$ cat src/rtl/tos_pkg.sv
package tos_pkg;

    // channel and image geometry
    localparam int unsigned NUM_CH       = 4;
    localparam int unsigned SLOTS_SHORT  = 5;
    localparam int unsigned SLOTS_LONG   = 15;
    localparam int unsigned QUEUE_DEPTH  = 32;
    localparam int unsigned SLOT_W       = 4;

    // fixed parameter values
    localparam logic [7:0]  IN_LEN        = 8'h04;
    localparam logic [7:0]  OUT_LEN_SHORT = 8'h14;
    localparam logic [7:0]  OUT_LEN_LONG  = 8'h3C;

    // parameter addressing
    localparam logic [7:0]  RECORD_SET_LEN = 8'h02;
    localparam logic [15:0] INDEX_IN_LEN   = 16'h3100;
    localparam logic [15:0] INDEX_OUT_LEN  = 16'h3101;
    localparam logic [7:0]  SUB_IN_LEN     = 8'h01;
    localparam logic [7:0]  SUB_OUT_LEN    = 8'h02;

    // sequence number, status byte and pattern fields
    localparam int unsigned SEQ_LAST_BIT   = 6;
    localparam int unsigned SEQ_NUM_W      = 6;
    localparam logic [1:0]  SEQ_NEXT_FLAGS = 2'h3;
    localparam int unsigned STS_LAST_BIT   = 7;
    localparam int unsigned STS_RUN_BIT    = 1;
    localparam int unsigned STS_OVF_BIT    = 0;
    localparam int unsigned PAT_CH0_BIT    = 7;

    typedef struct packed {
        logic [7:0]  pattern;
        logic [7:0]  seq;
        logic [15:0] stamp;
    } entry_t;

    typedef struct packed {
        logic              valid;
        logic [SLOT_W-1:0] slot;
        entry_t            entry;
    } image_wr_t;

    typedef struct packed {
        logic        valid;
        logic        by_index;
        logic [7:0]  record_set;
        logic [15:0] index;
        logic [7:0]  subindex;
    } param_req_t;

    typedef struct packed {
        logic [7:0] last_seq;
        logic [7:0] next_seq;
        logic [7:0] queue_status;
        logic [7:0] pending;
    } status_t;

endpackage : tos_pkg

$ cat src/rtl/entry_queue.sv
`timescale 1ns/100ps
module entry_queue #(
    parameter int unsigned DEPTH = 32,
    parameter int unsigned WIDTH = 32,
    parameter int unsigned CNT_W = $clog2(DEPTH + 1),
    parameter int unsigned PTR_W = $clog2(DEPTH)
) (
    // clock and reset
    input  wire logic             i_core_clk,
    input  wire logic             i_sys_rst,
    // fill side
    input  wire logic             i_push_valid,
    output logic                  o_push_ready,
    input  wire logic [WIDTH-1:0] i_push_data,
    // drain side
    input  wire logic             i_pop,
    output logic                  o_head_valid,
    output logic [WIDTH-1:0]      o_head,
    output logic [CNT_W-1:0]      o_count
);

    typedef struct packed {
        logic [DEPTH-1:0][WIDTH-1:0] mem;
        logic [PTR_W-1:0]            wr_ptr;
        logic [PTR_W-1:0]            rd_ptr;
        logic [CNT_W-1:0]            count;
    } queue_state_t;

    queue_state_t state_q;
    queue_state_t state_d;
    logic         do_push;
    logic         do_pop;

    assign o_push_ready = (state_q.count != CNT_W'(DEPTH));
    assign o_head_valid = (state_q.count != '0);
    assign o_head       = state_q.mem[state_q.rd_ptr];
    assign o_count      = state_q.count;

    always_comb begin
        state_d = state_q;
        do_push = i_push_valid && o_push_ready;
        do_pop  = i_pop && o_head_valid;
        if (do_push) begin
            state_d.mem[state_q.wr_ptr] = i_push_data;
            state_d.wr_ptr = (state_q.wr_ptr == PTR_W'(DEPTH - 1)) ? '0 : PTR_W'(state_q.wr_ptr + 1'b1);
        end
        if (do_pop) begin
            // slot is cleared so a stale entry never shows as head
            state_d.mem[state_q.rd_ptr] = '0;
            state_d.rd_ptr = (state_q.rd_ptr == PTR_W'(DEPTH - 1)) ? '0 : PTR_W'(state_q.rd_ptr + 1'b1);
        end
        if (do_push && !do_pop) begin
            state_d.count = CNT_W'(state_q.count + 1'b1);
        end else if (do_pop && !do_push) begin
            state_d.count = CNT_W'(state_q.count - 1'b1);
        end
    end

    always_ff @(posedge i_core_clk) begin
        if (i_sys_rst) begin
            state_q <= '0;
        end else begin
            state_q <= state_d;
        end
    end

endmodule : entry_queue

$ cat src/rtl/timed_output_scheduler.sv
`timescale 1ns/100ps
module timed_output_scheduler #(
    parameter int unsigned SLOTS_MAX = tos_pkg::SLOTS_LONG,
    parameter int unsigned DEPTH     = tos_pkg::QUEUE_DEPTH
) (
    // clock and reset
    input  wire logic                 i_core_clk,
    input  wire logic                 i_sys_rst,
    // configuration and system state
    input  wire logic                 i_long_variant,
    input  wire logic                 i_run_stopped,
    // shared microsecond ticker
    input  wire logic [15:0]          i_us_ticker,
    // output process image writes
    input  tos_pkg::image_wr_t        i_image_wr,
    // parameter record reads
    input  tos_pkg::param_req_t       i_param_req,
    output logic                      o_param_valid,
    output logic [7:0]                o_param_data,
    output logic                      o_param_error,
    // input process image and outputs
    output tos_pkg::status_t          o_input_image,
    output logic [tos_pkg::NUM_CH-1:0] o_channels
);

    localparam int unsigned CNT_W = $clog2(DEPTH + 1);
    localparam int unsigned ENT_W = $bits(tos_pkg::entry_t);
    localparam int unsigned SLOT_W_L = tos_pkg::SLOT_W;

    typedef struct packed {
        logic [SLOTS_MAX-1:0][7:0]     slot_seq;
        logic                          cfg_taken;
        logic                          long_variant;
        logic                          ran;
        logic                          overflow;
        logic [7:0]                    exec_seq;
        logic [7:0]                    last_seq;
        logic                          last_marked;
        tos_pkg::status_t              status;
        logic [tos_pkg::NUM_CH-1:0]    channels;
        logic                          param_valid;
        logic [7:0]                    param_data;
        logic                          param_error;
    } sched_state_t;

    sched_state_t         state_q;
    sched_state_t         state_d;
    tos_pkg::entry_t      wr_entry;
    tos_pkg::entry_t      head;
    logic [ENT_W-1:0]     head_raw;
    logic                 head_valid;
    logic                 push_valid;
    logic                 push_ready;
    logic                 accept;
    logic                 pop;
    logic [CNT_W-1:0]     count;
    logic [SLOT_W_L-1:0]  slot;
    logic [SLOT_W_L-1:0]  slots_active;
    logic [7:0]           out_len;
    logic                 is_last_slot;
    logic [tos_pkg::NUM_CH-1:0] head_chan;

    assign wr_entry = i_image_wr.entry;
    assign head     = tos_pkg::entry_t'(head_raw);
    assign slot     = i_image_wr.slot;

    // variant decides image size, and so which slots are live
    assign slots_active = state_q.long_variant ? SLOT_W_L'(tos_pkg::SLOTS_LONG)
                                               : SLOT_W_L'(tos_pkg::SLOTS_SHORT);
    assign out_len = state_q.long_variant ? tos_pkg::OUT_LEN_LONG : tos_pkg::OUT_LEN_SHORT;
    assign is_last_slot = (slot == SLOT_W_L'(slots_active - 1'b1));

    // a slot only queues when its sequence number changes
    // slots beyond the configured image are ignored, never queued
    assign push_valid = i_image_wr.valid && state_q.cfg_taken && (slot < slots_active)
                        && (wr_entry.seq != 8'h00)
                        && (wr_entry.seq != state_q.slot_seq[slot]);
    assign accept = push_valid && push_ready;

    // exact match on the wrapping ticker: a smaller stamp means the next period
    assign pop = head_valid && (head.stamp == i_us_ticker);

    // channel i follows pattern bit 7-i
    for (genvar g = 0; g < tos_pkg::NUM_CH; g++) begin : g_chan
        assign head_chan[g] = head.pattern[tos_pkg::PAT_CH0_BIT - g];
    end

    // default depth leaves one spare entry beyond the 31 promised
    entry_queue #(
        .DEPTH (DEPTH),
        .WIDTH (ENT_W)
    ) u_queue (
        .i_core_clk   (i_core_clk),
        .i_sys_rst    (i_sys_rst),
        .i_push_valid (push_valid),
        .o_push_ready (push_ready),
        .i_push_data  (wr_entry),
        .i_pop        (pop),
        .o_head_valid (head_valid),
        .o_head       (head_raw),
        .o_count      (count)
    );

    always_comb begin
        state_d = state_q;
        state_d.param_valid = 1'b0;
        state_d.param_error = 1'b0;

        // variant strap is caught once, after reset release
        if (!state_q.cfg_taken) begin
            state_d.cfg_taken    = 1'b1;
            state_d.long_variant = i_long_variant;
        end

        if (accept) begin
            state_d.slot_seq[slot] = wr_entry.seq;
            // an entry in the final slot is marked last in last_seq; last_marked keeps the written bit 6
            state_d.last_seq = is_last_slot ? (wr_entry.seq | 8'(1 << tos_pkg::SEQ_LAST_BIT))
                                            : wr_entry.seq;
            state_d.last_marked = wr_entry.seq[tos_pkg::SEQ_LAST_BIT];
        end else if (push_valid) begin
            // queue full: entry dropped, slot kept so a rewrite retries
            state_d.overflow = 1'b1;
        end

        if (pop) begin
            state_d.channels = head_chan;
            state_d.ran      = 1'b1;
            state_d.exec_seq = head.seq;
        end

        // input image, one cycle behind the queue
        state_d.status.last_seq = state_q.last_seq;
        state_d.status.next_seq = {tos_pkg::SEQ_NEXT_FLAGS,
                                   head_valid ? head.seq[tos_pkg::SEQ_NUM_W-1:0]
                                              : tos_pkg::SEQ_NUM_W'(state_q.exec_seq + 1'b1)};
        state_d.status.queue_status = '0;
        state_d.status.queue_status[tos_pkg::STS_LAST_BIT] = state_q.last_marked;
        state_d.status.queue_status[tos_pkg::STS_RUN_BIT]  = state_q.ran;
        state_d.status.queue_status[tos_pkg::STS_OVF_BIT]  = state_q.overflow;
        state_d.status.pending = 8'(count);

        // read-only parameter record; nothing here can store a new value
        if (i_param_req.valid) begin
            state_d.param_valid = 1'b1;
            state_d.param_data  = 8'h00;
            state_d.param_error = 1'b1;
            if (i_run_stopped) begin
                if (i_param_req.by_index) begin
                    if (i_param_req.index == tos_pkg::INDEX_IN_LEN) begin
                        state_d.param_data  = tos_pkg::IN_LEN;
                        state_d.param_error = 1'b0;
                    end else if (i_param_req.index == tos_pkg::INDEX_OUT_LEN) begin
                        state_d.param_data  = out_len;
                        state_d.param_error = 1'b0;
                    end
                end else if (i_param_req.record_set == tos_pkg::RECORD_SET_LEN) begin
                    if (i_param_req.subindex == tos_pkg::SUB_IN_LEN) begin
                        state_d.param_data  = tos_pkg::IN_LEN;
                        state_d.param_error = 1'b0;
                    end else if (i_param_req.subindex == tos_pkg::SUB_OUT_LEN) begin
                        state_d.param_data  = out_len;
                        state_d.param_error = 1'b0;
                    end
                end
            end
        end
    end

    always_ff @(posedge i_core_clk) begin
        if (i_sys_rst) begin
            state_q <= '0;
        end else begin
            state_q <= state_d;
        end
    end

    assign o_param_valid = state_q.param_valid;
    assign o_param_data  = state_q.param_data;
    assign o_param_error = state_q.param_error;
    assign o_input_image = state_q.status;
    assign o_channels    = state_q.channels;

    // checks

    a_in_len_fixed: assert property (@(posedge i_core_clk) disable iff (i_sys_rst)
        (i_param_req.valid && i_run_stopped && i_param_req.by_index
         && i_param_req.index == tos_pkg::INDEX_IN_LEN)
        |=> (o_param_valid && !o_param_error && o_param_data == 8'h04))
        else $error("input length not four bytes");

    a_out_len_variant: assert property (@(posedge i_core_clk) disable iff (i_sys_rst)
        (i_param_req.valid && i_run_stopped && !i_param_req.by_index
         && i_param_req.record_set == 8'h02 && i_param_req.subindex == 8'h02)
        |=> (o_param_data == (state_q.long_variant ? 8'h3C : 8'h14)))
        else $error("output length does not match variant");

    a_params_const: assert property (@(posedge i_core_clk) disable iff (i_sys_rst)
        (o_param_valid && !o_param_error) |-> (o_param_data inside {8'h04, 8'h14, 8'h3C}))
        else $error("parameter value not a fixed constant");

    a_ch0_pattern: assert property (@(posedge i_core_clk) disable iff (i_sys_rst)
        pop |=> (o_channels[0] == $past(head.pattern[7]) && o_channels[1] == $past(head.pattern[6])))
        else $error("head pattern not applied");

    a_ch3_order: assert property (@(posedge i_core_clk) disable iff (i_sys_rst)
        pop |=> (o_channels[3] == $past(head.pattern[4]) && o_channels[2] == $past(head.pattern[5])))
        else $error("pattern bit order wrong");

    a_hold_no_exec: assert property (@(posedge i_core_clk) disable iff (i_sys_rst)
        (!pop && state_q.cfg_taken) |=> $stable(o_channels))
        else $error("outputs changed with no entry due");

    a_queue_copy: assert property (@(posedge i_core_clk) disable iff (i_sys_rst)
        (accept && !pop) |=> (count == $past(count) + 1'b1))
        else $error("accepted entry not queued");

    a_count_drops: assert property (@(posedge i_core_clk) disable iff (i_sys_rst)
        (pop && !accept) |=> (count == $past(count) - 1'b1) ##1 (o_input_image.pending == 8'($past(count))))
        else $error("pending count not reduced by one");

    a_dup_ignored: assert property (@(posedge i_core_clk) disable iff (i_sys_rst)
        (i_image_wr.valid && wr_entry.seq == state_q.slot_seq[slot] && !pop) |=> $stable(count))
        else $error("duplicate sequence number queued");

    a_last_seq: assert property (@(posedge i_core_clk) disable iff (i_sys_rst)
        accept |-> ##2 (o_input_image.last_seq[5:0] == $past(wr_entry.seq[5:0], 2)))
        else $error("last sequence number not reported");

    // parameter record answers

    a_refuse_running: assert property (@(posedge i_core_clk) disable iff (i_sys_rst)
        (i_param_req.valid && !i_run_stopped)
        |=> (o_param_valid && o_param_error && o_param_data == 8'h00))
        else $error("parameter answered outside stopped state");

    a_index_out_len: assert property (@(posedge i_core_clk) disable iff (i_sys_rst)
        (i_param_req.valid && i_run_stopped && i_param_req.by_index
         && i_param_req.index == 16'h3101)
        |=> (o_param_valid && !o_param_error && o_param_data == (state_q.long_variant ? 8'h3C : 8'h14)))
        else $error("output length by index wrong");

    a_sub_in_len: assert property (@(posedge i_core_clk) disable iff (i_sys_rst)
        (i_param_req.valid && i_run_stopped && !i_param_req.by_index
         && i_param_req.record_set == 8'h02 && i_param_req.subindex == 8'h01)
        |=> (o_param_valid && !o_param_error && o_param_data == 8'h04))
        else $error("input length by record set wrong");

    a_unknown_addr: assert property (@(posedge i_core_clk) disable iff (i_sys_rst)
        (i_param_req.valid && i_run_stopped && i_param_req.by_index
         && !(i_param_req.index inside {16'h3100, 16'h3101}))
        |=> (o_param_valid && o_param_error))
        else $error("unknown index answered without error");

    a_answer_pulse: assert property (@(posedge i_core_clk) disable iff (i_sys_rst)
        !i_param_req.valid |=> !o_param_valid)
        else $error("parameter answer without request");

    // queue and status

    a_pending_tracks: assert property (@(posedge i_core_clk) disable iff (i_sys_rst)
        1'b1 |=> (o_input_image.pending == 8'($past(count))))
        else $error("pending count does not follow queue");

    a_next_flags: assert property (@(posedge i_core_clk) disable iff (i_sys_rst)
        state_q.cfg_taken |=> (o_input_image.next_seq[7:6] == 2'b11))
        else $error("next sequence flags not set");

    a_last_marked: assert property (@(posedge i_core_clk) disable iff (i_sys_rst)
        accept |-> ##2 (o_input_image.queue_status[7] == $past(wr_entry.seq[6], 2)))
        else $error("last entry mark not reported");

    a_overflow_sticky: assert property (@(posedge i_core_clk) disable iff (i_sys_rst)
        o_input_image.queue_status[0] |=> o_input_image.queue_status[0])
        else $error("overflow flag cleared without reset");

    a_full_drop: assert property (@(posedge i_core_clk) disable iff (i_sys_rst)
        (push_valid && !push_ready) |-> ##2 o_input_image.queue_status[0])
        else $error("dropped entry not flagged");

    a_short_range: assert property (@(posedge i_core_clk) disable iff (i_sys_rst)
        (i_image_wr.valid && state_q.cfg_taken && !state_q.long_variant
         && i_image_wr.slot >= 4'h5 && !pop) |=> $stable(count))
        else $error("slot outside short image queued");

    a_head_compare: assert property (@(posedge i_core_clk) disable iff (i_sys_rst)
        (head_valid && head.stamp != i_us_ticker) |=> $stable(o_channels))
        else $error("entry applied before its time");

endmodule : timed_output_scheduler

$ cat config.mk
export PLATFORM = sky130hd
export DESIGN_NAME = timed_output_scheduler
export DESIGN_NICKNAME = d
export VERILOG_FILES = /design/src/rtl/tos_pkg.sv /design/src/rtl/entry_queue.sv /design/src/rtl/timed_output_scheduler.sv
export SDC_FILE = /design/constraint.sdc
export NUM_CORES = 2
export LEC_CHECK = 0
export BUFFER_PORTS_ARGS = -buffer_cell sky130_fd_sc_hd__clkbuf_2
export CAP_MARGIN = 20
export CORE_MARGIN = 1.5
export CORE_UTILIZATION = 40
export CTS_CLUSTER_DIAMETER = 200
export DETAILED_ROUTE_END_ITERATION = 12
export HOLD_SLACK_MARGIN = 0.15
export MAX_ROUTING_LAYER = met4
export SYNTH_ARGS = -nofsm -noshare
export SYNTH_HDL_FRONTEND = slang
export SYNTH_SLANG_ARGS = --single-unit
$ cat constraint.sdc
create_clock -name i_core_clk -period 6.5 [get_ports i_core_clk]
set_input_delay 0 -clock i_core_clk [delete_from_list [all_inputs] [get_ports i_core_clk]]
set_output_delay 0 -clock i_core_clk [all_outputs]
set_load 0.05 [all_outputs]
==> results.yml <==
sta:
  setup_tns_ps: 0
  max_freq_mhz: 158
  hold_viol_final: 0
  fin_skew_ps: 28.6
  relSlewSlack_pct: 13.5
  slew_viol_final: 0
  period_share_pct: 97.4
  worst_pin_slew_ps: 1300
  setup_viol: 0
  timing.hold.ws_ps: 202
  rsz0062_at_grt: "no"
  period_needed_ps: 6330
die:
  rows: 127
  num_io_pins: 137
  die_x_um: 352
  start_util_pct: 40.4
  core_area_mm2: 0.120
  fp.dieH_um: 352
  die-area_mm2: 0.124
final_layout:
  syn2layout_area_growth_pct: 9.78
  nets: 5479
  fin_util_pct: 44.4
  drive_above_1_share_pct: 11.4
placement:
  gp_congestion: 0.971
  portBuffers: 121
  hpwl_mm: 112
synthesis:
  ys_top_cells_by_count: "dfxtp_1 (1020), a21oi_1 (876), o21ai_0 (873)"
  yosysSeqAreaShare_pct: 42.0
  synthCells: 5650
  ys.flop_type: "dfxtp_1"
  yosysUniqueCellTypes: 73
  yosysMostFrequentCell: "dfxtp_1"
  ys_ff_latch: 1020
  synth_top_area_cell: "dfxtp_1"
  synth_edf_count: 0
  ys_warn_count: 0
  synthArstFlopShare_pct: 0
  synth.area.top_cells: "dfxtp_1 (42%), a21oi_1 (9.0%), o21ai_0 (9.0%)"
  yosys.area.top_type_share_pct: 42.0
  syn_area_mm2: 0.0486
  syn_area_per_cell_um2: 8.61
clocking:
  clk_pin_slew_ps: 60
  cts_sinks: 1020
  numCtsBuffers: 109
  cts_root_buf: "clkbuf_16"
  htree_levels: 3
  cts_tree: "built"
  insertion_delay_ps: 750
  clk_path_buf_depth: 3
power_and_ir_drop:
  p_per_area_mw_per_mm2: 250
  max-vdd-ir-drop_mv: 0.227
  p_leak_nw: 16.8
  p_total_w: 0.0134
routing:
  drt-vias-per-instance: 6.43
  drtIter0Drc: 6726
  wl_mm: 189
  firstDrtPassIters: 6
  num_vias: 45500
  drc_errors: 0
  final_antenna_net_count: 0
  wl_per_cell_um: 26.7
grt:
  first_global_vias: 41700
  antenna_found_initial: 3
  grt_overflow_total: 0
  grt_max_degree: 249
  grt_first_pass_wirelength_mm: 277
  track_usage_pct: 30.5
worst_setup_path:
  timing_worst_setup_path_type: "reg -> reg"
  cp.required_ps: 7170
  crit_top_cell: "a21oi_1"
  worstPathArrival_ps: 7000
  path_max_fanout: 42
  worstPathCellList: "buf_12 > mux2i_1 > o22ai_1 > nor4_1 > a21oi_1 > nor4_1 > buf_4 > and4_1 > nand2_1 > ha_1 > inv_1 > ha_1 > a21o_1 > a21oi_1 > o21bai_1 > a21oi_1 > xnor2_1 > or3_1 > a21oi_1"
  worst_setup_path_start_kind: "flip-flop"
  reg2reg_depth: 19
  max_stage_delay_ps: 900
  crit_path_end_kind: "flip-flop"
  crit_slowest_cell: "dfxtp_4"
  crit_cells: 19
  crit_buf_inv: 3
  cp_top_family: "simple AND/OR/NAND/NOR gates"
min_path:
  hold_path.class: "in -> reg"
  min_path_cells: 4
run:
  maxCapViolCount: 0
status:
  outcome: "finished, final reports clean"
-- worst min-delay path, cell delays in order --
cell and delay, ps:
dlygate4sd3_1 540, clkbuf_2 190, nand3_1 100, a21oi_1 60
-- where the power goes --
group / leakage (nW) / internal, W / switching [W]
logic: 6.88 / 0.000179 / 0.000564
clock network: 1.73 / 0.00362 / 0.00270
registers: 8.22 / 0.00628 / 0.0000156
-- flip-flops by register name, indices dropped and copies added, names as in the netlist --
signal / cells
o_channels: 4
o_input_image: 24
o_param_data: 3
o_param_error: 1
o_param_valid: 1
state_d: 11
state_q: 128
u_queue.o_count: 6
u_queue.state_q: 842
-- cells in the final DEF, fill, tap and decap left out, types with 40 or more instances in the layout --
master         Yosys  routed
dfxtp_1         1020    1018
nand4_1           48      48
o22ai_1          135     135
mux2i_1          408     408
clkbuf_2           5     121
mux4_2            93      93
dlygate4sd3_1      0      40
nand3_1          858     858
clkbuf_16          0     113
a21oi_1          876     876
a22oi_1           44      44
buf_4             86     155
o21ai_0          873     873
nand2_1          179     178
-- logic make-up (layout without fill, tap and decap cells) --
family	after synthesis	after routing	share of synthesized area (%)
AOI/OAI and AO/OA	2005	2005	22.6
and+or+nand+nor	1311	1311	14.1
DFF	1020	1020	42.0
buffers and inverters	763	556	7.55
muxes	509	509	12.9
xor gates and xnor gates	22	22	0.396
adders and majority gates	19	19	0.504
other	1	13	0.00771
-- final timing paths --
check                                        start            endpoint  slack [ps]
worst min register to register        state_q[111]        state_q[111]         460
worst min-delay path                i_image_wr[23]         state_d[45]         200
worst max-delay path            u_queue.state_q[7]  u_queue.o_count[5]         170
worst max register to register  u_queue.state_q[7]  u_queue.o_count[5]         170
-- per-stage QoR --
stage | instance area (um^2) | instances | setup slack, ps
6_report | 53400 | 7067 | 172
5_1_grt | 53400 | 7067 | 79.8
4_1_cts | 53300 | 7061 | 380
3_5_place_dp | 49400 | 6828 | 427
3_3_place_gp | 49400 | 6828 | 354
2_1_floorplan | 48700 | 5660 | 1680
-- repair_timing --
action / 4_1_cts / 5_1_grt
endpoints found under the setup margin: 0 / 0
endpoints found under the hold margin: 461 / 43
setup buffers: 0 / 0
hold buffers: 38 / 2
gates resized for setup: 0 / 0
-- metal layers --
layer	up-vias	global-route usage (%)	part of all wire, %	routed length, um
met2	2763	43.7	43	81500
met5	-	-	0	0
li1	20100	-	-	-
met3	507	5.84	10	19600
met1	22100	40.1	40	75900
met4	0	17.0	6.2	11800
-- cell type report --
| type | count | area (um^2) |
|---|---|---|
| well taps | 1612 | 2020 |
| fillers | 11700 | 66900 |
| clock inverters | 32 | 368 |
| inverters | 19 | 76.3 |
| repair buffers | 342 | 2710 |
| clock buffers | 163 | 3170 |
| multi-input cells | 3877 | 24600 |
| diodes | 2 | 5.00 |
| flip-flops and latches | 1020 | 20400 |
No activity file was read; power rests on OpenSTA's default activity.
